<file path="src/rtl/upd_pkg.sv">
// shared constants and decode tables for the usb pll and bus divisor block
package upd_pkg;
  localparam int ADDR_W = 8;
  localparam logic [7:0] OFS_PLL_CFG = 8'h00;
  localparam logic [7:0] OFS_PB_DIV = 8'h10;
  localparam logic [7:0] OFS_UNLOCK = 8'h20;
  localparam logic [31:0] UNLOCK_KEY1 = 32'hAA99_6655;
  localparam logic [31:0] UNLOCK_KEY2 = 32'h5566_99AA;
  localparam int POS_OUT_DIV = 24;
  localparam int POS_MULT = 16;
  localparam int POS_IN_DIV = 8;
  localparam int POS_DIV_READY = 11;
  localparam int POS_BUS_SEL = 0;
  localparam int POS_UNLOCKED = 0;
  localparam logic [31:0] PLL_CFG_MASK = 32'h0707_0700;
  localparam logic [31:0] PB_DIV_MASK = 32'h0000_0803;
  localparam logic [1:0] BUS_SEL_RST = 2'h0;
  localparam logic BUS_READY_RST = 1'b1;
  localparam logic [31:0] ZERO_WORD = 32'h0000_0000;

  // output divider ratio per code
  function automatic logic [4:0] upd_out_ratio(input logic [2:0] code);
    case (code)
      3'h0: upd_out_ratio = 5'h01;
      3'h1: upd_out_ratio = 5'h02;
      3'h2: upd_out_ratio = 5'h03;
      3'h3: upd_out_ratio = 5'h04;
      3'h4: upd_out_ratio = 5'h06;
      3'h5: upd_out_ratio = 5'h08;
      3'h6: upd_out_ratio = 5'h0C;
      default: upd_out_ratio = 5'h10;
    endcase
  endfunction

  // multiplier factor per code
  function automatic logic [4:0] upd_mult_factor(input logic [2:0] code);
    case (code)
      3'h0: upd_mult_factor = 5'h0F;
      3'h1: upd_mult_factor = 5'h10;
      3'h2: upd_mult_factor = 5'h11;
      3'h3: upd_mult_factor = 5'h12;
      3'h4: upd_mult_factor = 5'h13;
      3'h5: upd_mult_factor = 5'h14;
      3'h6: upd_mult_factor = 5'h15;
      default: upd_mult_factor = 5'h18;
    endcase
  endfunction

  // input divider ratio per code
  function automatic logic [3:0] upd_in_ratio(input logic [2:0] code);
    case (code)
      3'h0: upd_in_ratio = 4'h1;
      3'h1: upd_in_ratio = 4'h2;
      3'h2: upd_in_ratio = 4'h3;
      3'h3: upd_in_ratio = 4'h4;
      3'h4: upd_in_ratio = 4'h5;
      3'h5: upd_in_ratio = 4'h6;
      3'h6: upd_in_ratio = 4'hA;
      default: upd_in_ratio = 4'hC;
    endcase
  endfunction
endpackage

</file>
<file path="src/rtl/upd_top.sv">
// usb pll configuration and peripheral bus clock divisor registers
// Contract
// - pll output divider code 0..7 gives 1,2,3,4,6,8,12,16
// - pll multiplier code 0..7 gives 15,16,17,18,19,20,21,24
// - pll input divider code 0..7 gives 1,2,3,4,5,6,10,12
// - pll fields load from configuration bits at reset
// - pll config writes ignored unless unlock sequence done
// - pll config unused bits read zero
// - ready flag low while switching; divisor writes then ignored
// - peripheral clock is system clock over 1, 2, 4 or 8
// - divisor writes accepted only after unlock sequence
// - divisor register unused bits read zero
//
// Chosen here: the register offsets and the address-and-strobe port.
`timescale 1ns/1ps
module upd_top
  import upd_pkg::*;
(
  input wire logic i_mclk,
  input wire logic i_nrst,
  input wire logic [ADDR_W-1:0] i_addr,
  input wire logic [31:0] i_wdata,
  input wire logic i_wr,
  input wire logic i_rd,
  input wire logic [2:0] i_cfg_out_div,
  input wire logic [2:0] i_cfg_mult,
  input wire logic [2:0] i_cfg_in_div,
  output logic [31:0] o_rdata,
  output logic [3:0] o_pll_in_ratio,
  output logic [4:0] o_pll_mult,
  output logic [4:0] o_pll_out_ratio,
  output logic o_peripheral_clock_en,
  output logic o_divisor_ready,
  output logic o_unlocked
);
  typedef enum logic [1:0] {
    LOCKED,
    KEY1_SEEN,
    OPEN
  } upd_lock_type;

  upd_lock_type lock_q;
  upd_lock_type lock_d;
  logic [2:0] out_div_q;
  logic [2:0] mult_q;
  logic [2:0] in_div_q;
  logic [1:0] bus_sel_q;
  logic [31:0] rdata_q;
  logic [3:0] in_ratio_q;
  logic [4:0] mult_fac_q;
  logic [4:0] out_ratio_q;
  logic unlocked_q;
  logic [8:0] cfg_s;
  logic div_tick;
  logic div_busy;

  // configuration bits come from outside the clock domain
  upd_sync #(
    .WIDTH(9)
  ) u_cfg_sync (
    .i_mclk(i_mclk),
    .i_async({i_cfg_out_div, i_cfg_mult, i_cfg_in_div}),
    .o_sync(cfg_s)
  );

  wire [2:0] cfg_out_s = cfg_s[8:6];
  wire [2:0] cfg_mult_s = cfg_s[5:3];
  wire [2:0] cfg_in_s = cfg_s[2:0];

  // address decode
  wire sel_pll = (i_addr == OFS_PLL_CFG);
  wire sel_pb = (i_addr == OFS_PB_DIV);
  wire sel_key = (i_addr == OFS_UNLOCK);
  wire is_open = (lock_q == OPEN);

  // write strobes; pll and divisor writes need the unlock, key writes do not
  wire wr_pll = i_wr && sel_pll && is_open;
  wire wr_pb = i_wr && sel_pb && is_open && !div_busy;
  wire wr_key = i_wr && sel_key;

  // unlock sequence: key1 then key2 back to back on the key register;
  // any other key write relocks, so stray code closes the door again
  always_comb begin
    lock_d = lock_q;
    if (wr_key) begin
      if (i_wdata == UNLOCK_KEY1) begin
        lock_d = KEY1_SEEN;
      end else if (i_wdata == UNLOCK_KEY2 && lock_q == KEY1_SEEN) begin
        lock_d = OPEN;
      end else begin
        lock_d = LOCKED;
      end
    end else if (i_wr && lock_q == KEY1_SEEN) begin
      lock_d = LOCKED;
    end
    case (lock_d)
      LOCKED: lock_d = LOCKED;
      KEY1_SEEN: lock_d = KEY1_SEEN;
      OPEN: lock_d = OPEN;
      default: lock_d = LOCKED;
    endcase
  end

  always_ff @(posedge i_mclk) begin
    if (!i_nrst) begin
      lock_q <= LOCKED;
    end else begin
      lock_q <= lock_d;
    end
  end

  // pll fields: reset takes the synchronised configuration bits
  always_ff @(posedge i_mclk) begin
    if (!i_nrst) begin
      out_div_q <= cfg_out_s;
      mult_q <= cfg_mult_s;
      in_div_q <= cfg_in_s;
    end else if (wr_pll) begin
      out_div_q <= i_wdata[POS_OUT_DIV+:3];
      mult_q <= i_wdata[POS_MULT+:3];
      in_div_q <= i_wdata[POS_IN_DIV+:3];
    end
  end

  // divisor select held here, applied by the divider at a period end
  always_ff @(posedge i_mclk) begin
    if (!i_nrst) begin
      bus_sel_q <= BUS_SEL_RST;
    end else if (wr_pb) begin
      bus_sel_q <= i_wdata[POS_BUS_SEL+:2];
    end
  end

  upd_bus_div u_bus_div (
    .i_mclk(i_mclk),
    .i_nrst(i_nrst),
    .i_sel(bus_sel_q),
    .i_load(wr_pb),
    .o_tick(div_tick),
    .o_busy(div_busy)
  );

  // decoded factors for the analog pll: f = ref / in * mult / out
  wire [3:0] in_ratio_d = upd_in_ratio(in_div_q);
  wire [4:0] mult_fac_d = upd_mult_factor(mult_q);
  wire [4:0] out_ratio_d = upd_out_ratio(out_div_q);

  // read data, reserved bits forced to zero by the layout
  wire [31:0] pll_word = {5'h00, out_div_q, 5'h00, mult_q,
                          5'h00, in_div_q, 8'h00};
  wire [31:0] pb_word = {20'h00000, !div_busy, 9'h000,
                         bus_sel_q};
  wire [31:0] key_word = {31'h0, is_open};
  wire [31:0] rd_val = sel_pll ? pll_word :
                       sel_pb ? pb_word :
                       sel_key ? key_word : ZERO_WORD;

  always_ff @(posedge i_mclk) begin
    if (!i_nrst) begin
      rdata_q <= ZERO_WORD;
      in_ratio_q <= 4'h1;
      mult_fac_q <= 5'h0F;
      out_ratio_q <= 5'h01;
      unlocked_q <= 1'b0;
    end else begin
      rdata_q <= i_rd ? rd_val : ZERO_WORD;
      in_ratio_q <= in_ratio_d;
      mult_fac_q <= mult_fac_d;
      out_ratio_q <= out_ratio_d;
      unlocked_q <= is_open;
    end
  end

  assign o_rdata = rdata_q;
  assign o_pll_in_ratio = in_ratio_q;
  assign o_pll_mult = mult_fac_q;
  assign o_pll_out_ratio = out_ratio_q;
  assign o_peripheral_clock_en = div_tick;
  assign o_divisor_ready = !div_busy;
  assign o_unlocked = unlocked_q;
endmodule

</file>
<file path="src/rtl/upd_sync.sv">
// two-flop synchroniser for static configuration levels
`timescale 1ns/1ps
module upd_sync #(
  parameter int WIDTH = 9
) (
  input wire logic i_mclk,
  input wire logic [WIDTH-1:0] i_async,
  output logic [WIDTH-1:0] o_sync
);
  logic [WIDTH-1:0] meta_q;
  logic [WIDTH-1:0] sync_q;

  // no reset here so the chain is already full when reset loads from it
  always_ff @(posedge i_mclk) begin
    meta_q <= i_async;
    sync_q <= meta_q;
  end

  assign o_sync = sync_q;
endmodule

</file>
<file path="src/rtl/upd_bus_div.sv">
// peripheral clock enable divider with glitch-free ratio switching
`timescale 1ns/1ps
module upd_bus_div
  import upd_pkg::*;
(
  input wire logic i_mclk,
  input wire logic i_nrst,
  input wire logic [1:0] i_sel,
  input wire logic i_load,
  output logic o_tick,
  output logic o_busy
);
  logic [1:0] act_q;
  logic [1:0] act_d;
  logic [2:0] cnt_q;
  logic [2:0] cnt_d;
  logic pend_q;
  logic pend_d;
  logic tick_q;
  wire [2:0] cnt_max = 3'((4'h1 << act_q) - 4'h1);
  wire at_end = (cnt_q == cnt_max);

  // a new ratio waits for the current period to end, never a short pulse
  assign pend_d = i_load ? 1'b1 : (at_end ? 1'b0 : pend_q);
  assign act_d = (at_end && pend_q) ? i_sel : act_q;
  assign cnt_d = at_end ? 3'h0 : cnt_q + 3'h1;

  always_ff @(posedge i_mclk) begin
    if (!i_nrst) begin
      act_q <= BUS_SEL_RST;
      cnt_q <= 3'h0;
      pend_q <= 1'b0;
      tick_q <= 1'b0;
    end else begin
      act_q <= act_d;
      cnt_q <= cnt_d;
      pend_q <= pend_d;
      tick_q <= at_end;
    end
  end

  assign o_tick = tick_q;
  assign o_busy = pend_q;
endmodule

</file>
<file path="config.mk">
export PLATFORM = sky130hd
export DESIGN_NAME = upd_top
export DESIGN_NICKNAME = d
export VERILOG_FILES = /design/src/rtl/upd_pkg.sv /design/src/rtl/upd_top.sv /design/src/rtl/upd_sync.sv /design/src/rtl/upd_bus_div.sv
export SDC_FILE = /design/constraint.sdc
export NUM_CORES = 1
export LEC_CHECK = 0
export BUFFER_PORTS_ARGS = -buffer_cell sky130_fd_sc_hd__buf_2
export CORE_ASPECT_RATIO = 1.4
export CORE_MARGIN = 1.5
export CORE_UTILIZATION = 50
export DETAILED_ROUTE_END_ITERATION = 12
export PLACE_DENSITY = 0.83
export SETUP_SLACK_MARGIN = 0.15
export SLEW_MARGIN = 25
export SYNTH_ARGS = -nofsm -noshare
export SYNTH_HDL_FRONTEND = slang
export SYNTH_SLANG_ARGS = --single-unit
</file>
<file path="constraint.sdc">
create_clock -name i_mclk -period 3.75 [get_ports i_mclk]
set_input_delay 0.5625 -clock i_mclk [delete_from_list [all_inputs] [get_ports i_mclk]]
set_output_delay 0.5625 -clock i_mclk [all_outputs]
set_load 0.02 [all_outputs]
</file>
==> Word-level counts from Yosys, hierarchy flattened <==
Cells that the tools add are included.
{ "totals": {"regBits": 85, "elab_cells": 89} }
{ "op_classes": {"n_addsub": 2, "eq_ne": 28, "shift": 1, "n_mux": 19, "n_bitwise": 2, "reduce_logical": 19} }
{ "ops": {"columns": ["cell", "n"], "rows": [
  ["$pmux 5 s7", 2],
  ["$eq 32x31->1 const B", 1],
  ["$eq 32x32->1 const B", 1],
  ["$pmux 4 s7", 1],
  ["$eq 3x3->1 const B", 9],
  ["$mux 27", 1],
  ["$eq 3x2->1 const B", 6],
  ["$mux 3", 6],
  ["$mux 12", 1],
  ["$eq 3x1->1 const B", 3],
  ["$logic_and 1x1->1", 9],
  ["$logic_not 3->1", 3],
  ["$eq 8x5->1 const B", 1],
  ["$eq 8x6->1 const B", 1],
  ["$logic_not 8->1", 1],
  ["$mux 2", 4],
  ["$eq 2x1->1 const B", 2],
  ["$eq 2x2->1 const B", 2],
  ["$pmux 2 s2", 1],
  ["$reduce_or 4->1", 1],
  ["$add 3x1->3 const B", 1],
  ["$eq 3x3->1", 1],
  ["$mux 1", 3],
  ["$reduce_or 3->1", 1],
  ["8 further kinds", 9]
]} }

==> Depth between registers and ports, before layout <==
{ "logic_depth": {"word_depth": 7, "depth_mapped": 5} }

==> Modules after synthesis <==
From an unflattened synthesis, not the netlist that was laid out.
{ "unflattened": {"hier_cells": 224, "area_unflattened_um2": 2529.9} }
{ "by_module_without_submodules": {"columns": ["mod", "n_inst", "cells_per_inst", "area_per_inst_um2", "seq_area_each_um2"], "rows": [
  ["upd_top", 1, 174, 1844.3, 890.9],
  ["upd_sync", 1, 18, 360.3, 360.3],
  ["upd_bus_div", 1, 32, 325.3, 140.1]
]} }

==> Least setup slack after synthesis <==
OpenSTA, ideal clock, no wires.
{ "synth_path": {"path_type": "input -> register", "start": "input port i_addr[1]", "end": "register in_div_q[0], enable pin", "setup_ps": 390, "t_arrival_ps": 1842, "required_ps": 3360, "setup_slack_ps": 1518, "stages": 3, "path_buffers": 0, "cell_sequence": "nor4_2 > nand4_1 > o31ai_1"} }
{ "synth_between": {"elab_chain_len": 4} }
{ "synth_rtl": {"columns": ["item", "line", "rtl"], "rows": [
  ["start: declaration", "upd_top.sv:21", "input wire logic [ADDR_W-1:0] i_addr,"],
  ["$logic_not 8->1", "upd_top.sv:71", "wire sel_pll = (i_addr == OFS_PLL_CFG);"],
  ["$logic_and 1x1->1 (2 in a row)", "upd_top.sv:77", "wire wr_pll = i_wr && sel_pll && is_open;"],
  ["$ne 2x1->1 (no line)", null, null],
  ["end signal: assignment", "upd_top.sv:117", "in_div_q <= cfg_in_s;"],
  ["end signal: assignment", "upd_top.sv:121", "in_div_q <= i_wdata[POS_IN_DIV+:3];"],
  ["end: declaration", "upd_top.sv:46", "logic [2:0] in_div_q;"]
]} }
Every way passes these cells.
A chain may end at the register's enable or synchronous reset.

==> summary.md <==
| Metric | Value |
|---|---|
| Flop pwr share | `0.504` |
| Final setup TNS | `0 ns` |
| Die Y | `85.3 um` |
| Die Span X | `61.8 um` |
| CTS resizes | `0` |
| Crit path buf inv count | `1` |
| CTS tree | `yes` |
| Leakage power | `1.39 nW` |
| Worst-Margin Slew | `0.608 ns` |
| # setup viols final | `0` |
| Worst-path fanout max | `37` |
| Crit share post-route | `0.479` |
| Starting Density | `0.525` |
| Share of cells above drive strength 1 | `0.375` |
| Setup crit end kind | `flip-flop` |
| Num Clock Sinks | `65` |
| # DRC | `0` |
| Routed Antenna Nets | `0` |
| Max-Cap Viols | `0` |
| FP Rows | `29` |
| Final Hold Viols | `0` |
| Setup Buffers After CTS | `0` |
| Gate power share | `0.081` |
| Area Growth Syn to Fin | `24.9%` |
| Post-synthesis register bit count | `65` |
| Maximum clock frequency | `557 MHz` |
| WP data required | `4.01 ns` |
| Clock input transition at the sequential cells of the worst setup and hold paths | `0.07 ns` |
| Vias/cell | `4.74` |
| Longest Clk Path Bufs | `2` |
| Gr usage total | `0.175` |
| Mean Syn Cell Area | `11.7 um2` |
| Root buffer cell | `clkbuf_8` |
| Core area | `0.00461 mm2` |
| RSZ-0062 raised after global routing | `false` |
| Die ar. | `0.00527 mm2` |
| H-tree levels | `3` |
| Sw Pwr | `0.328 mW` |
| Worst Hold Class | `in2reg` |
| CP peak stage delay | `0.54 ns` |
| Sw Share | `0.221` |
| Drt first-iter violations | `55` |
| Post-route minimum period | `1.79 ns` |
| Synthesis Warnings | `0` |
| Critical Path AT | `2.06 ns` |
| Netlist cell types | `40` |
| Largest net degree at the start of global routing | `38` |
| Final core occ | `0.656` |
| CP Launch Type | `input pin` |
| Outcome | `finished clean` |
| Most frequent cells in the layout | `buf_2 (81), dfxtp_1 (56), conb_1 (20)` |
| DR vias | `1711` |
| Crit-path slowest cell | `or4_1` |
| Routed len/inst | `11.7 um` |
| Fill count | `389` |
| Total CTS buffers | `9` |
| Port bufs | `81` |
| Remaining Overflow, GRT | `0` |
| DRT Pass-1 Iters | `4` |
| Post-synthesis sequential area ratio | `0.575` |
| Critical path class | `in2reg` |
| Initial antenna violation count | `0` |
| Worst skew pair latency | `0.33 ns` |
| WL final | `4.22 mm` |
| Max Slew Vio Count | `0` |
| Final estimated routing congestion in global placement | `0.821` |
| # IOs | `102` |
| Vias in the first global route | `1541` |
| Worst slew margin | `0.595` |
| Delay-heaviest family, CP | `simple AND/OR/NAND/NOR gates` |
| Ant diodes | `0` |
| Power Density | `491 mW/mm2` |
| Commonest non-fill, non-tap cell in the layout | `buf_2` |
| Post-DP HPWL | `3.27 mm` |
| Synth Cell Area | `0.00242 mm2` |
| Power share of the clock group | `0.414` |
| Worst-path cell chain | `buf_2, and4b_1, nand4_1, or4_1, o22ai_2` |
| Final #Nets | `348` |
| Clock Skew | `0.00452 ns` |
| Maximum vdd drop | `329 uV` |
| Cells after Synth | `206` |
| Pint | `1.16 mW` |
| Hold buffer count at cts | `0` |
| Global-route wire length before repair | `6.65 mm` |
-- cells in the mapped netlist --
| cell | number | area, um2 |
|---|---|---|
| o21ai_1 | 1 | 5.00 |
| xor2_1 | 4 | 35.0 |
| xnor2_1 | 1 | 8.76 |
| and4b_1 | 2 | 20.0 |
| nand4_1 | 6 | 37.5 |
| o21ai_0 | 2 | 10.0 |
| inv_1 | 3 | 11.3 |
| nand2b_1 | 1 | 6.26 |
| mux2_2 | 10 | 113 |
| nand3_1 | 2 | 10.0 |
| buf_4 | 21 | 158 |
| ha_1 | 1 | 12.5 |
| a2111oi_4 | 1 | 27.5 |
| nor3b_1 | 2 | 15.0 |
| conb_1 | 1 | 3.75 |
| and3_1 | 3 | 18.8 |
| nor2b_1 | 5 | 31.3 |
| nand2_1 | 16 | 60.1 |
| o31ai_1 | 2 | 15.0 |
| and4_1 | 1 | 8.76 |
| nor3_2 | 2 | 20.0 |
| a21oi_1 | 2 | 10.0 |
| clkbuf_1 | 3 | 11.3 |
| dfxtp_1 | 56 | 1120 |
| mux2i_1 | 6 | 60.1 |
| nor4b_1 | 1 | 8.76 |
| a22o_1 | 1 | 8.76 |
| and2_1 | 13 | 81.3 |
| nor3_1 | 2 | 10.0 |
| or4_1 | 1 | 7.51 |
| o22ai_2 | 1 | 12.5 |
| nand3b_1 | 4 | 30.0 |
| edfxtp_1 | 9 | 270 |
| nor4bb_1 | 10 | 100 |
| nor4_2 | 1 | 12.5 |
| nor2_1 | 5 | 18.8 |
| or2_1 | 1 | 6.26 |
| o211ai_1 | 1 | 7.51 |
| o211a_1 | 1 | 10.0 |
| nor4_1 | 1 | 6.26 |
-- registers in the layout (all words and copies together), names as in the netlist --
| register | count |
|---|---|
| o_rdata | 12 |
| u_cfg_sync.meta_q | 9 |
| u_cfg_sync.o_sync | 9 |
| o_pll_mult | 5 |
| o_pll_out_ratio | 5 |
| o_pll_in_ratio | 4 |
| in_div_q | 3 |
| mult_q | 3 |
| out_div_q | 3 |
| u_bus_div.cnt_q | 3 |
| bus_sel_q | 2 |
| lock_q | 2 |
| u_bus_div.act_q | 2 |
| o_unlocked | 1 |
| u_bus_div.o_busy | 1 |
| u_bus_div.o_tick | 1 |
-- final cells by class --
| cell class | count | area [um2] | share of cell area |
|---|---|---|---|
| inverters | 3 | 11.3 | 0.00373 |
| clock buffers | 10 | 128 | 0.0422 |
| well taps | 62 | 77.6 | 0.0257 |
| multi-input cells | 133 | 920 | 0.304 |
| flip-flops and latches | 65 | 1390 | 0.460 |
| clock inverters | 6 | 82.6 | 0.0273 |
| repair buffers | 82 | 413 | 0.137 |
-- logic make-up after synthesis --
group / Yosys count / share of synthesized area
simple gates: 79 / 0.210
flops: 65 / 0.575
buf+inv: 27 / 0.0745
mux: 16 / 0.0714
compound gates: 12 / 0.0439
xor+xnor: 5 / 0.0181
fa+ha+maj: 1 / 0.00517
other cells: 1 / 0.00155
-- power groups by stage --
stage | sequential, mW | clock, mW | combinational [mW]
detailed placement | 0.765 | 0 | 0.121
global route | 0.753 | 0.665 | 0.133
finish | 0.749 | 0.615 | 0.121
global placement | 0.763 | 0 | 0.120
floorplan | 0.777 | 0 | 0.0708
CTS | 0.749 | 0.630 | 0.122
-- stage by stage --
step | worst slack, ns | power, mW | instances | hold slack [ns] | instance area, um2
floorplan | 1.52 | 0.848 | 225 | 0.310 | 2490
global placement | 1.67 | 0.883 | 345 | 0.312 | 2810
detailed placement | 1.62 | 0.885 | 345 | 0.312 | 2810
CTS | 1.97 | 1.50 | 361 | 0.309 | 3020
global route | 1.86 | 1.55 | 361 | 0.307 | 3020
finish | 1.96 | 1.49 | 361 | 0.325 | 3020
-- worst paths after layout --
kind / end / slack (ns) / cells after the start / startpoint
max reg2reg: in_div_q[1] / 2.34 / 4 / lock_q[1]
min reg2reg: u_cfg_sync.o_sync[1] / 0.32 / 0 / u_cfg_sync.meta_q[1]
min: u_cfg_sync.meta_q[4] / 0.32 / 1 / i_cfg_mult[1]
max: lock_q[0] / 1.96 / 5 / i_nrst
-- layer usage --
layer,GRT usage,wire length [um],part of all wire,vias to the layer above
met5,0,0,0,-
met4,0.0986,99,0.023,0
met3,0.0610,274,0.065,11
met2,0.269,2150,0.51,77
met1,0.206,1690,0.40,760
li1,-,-,-,863
-- worst register-to-register path: stages, from the launching register on --
cell	delay [ns]
dfxtp_1	0.31
nor2b_1	0.19
nand4_1	0.16
o31ai_1	0.24
buf_4	0.22
No activity file was read; power rests on OpenSTA's default activity.
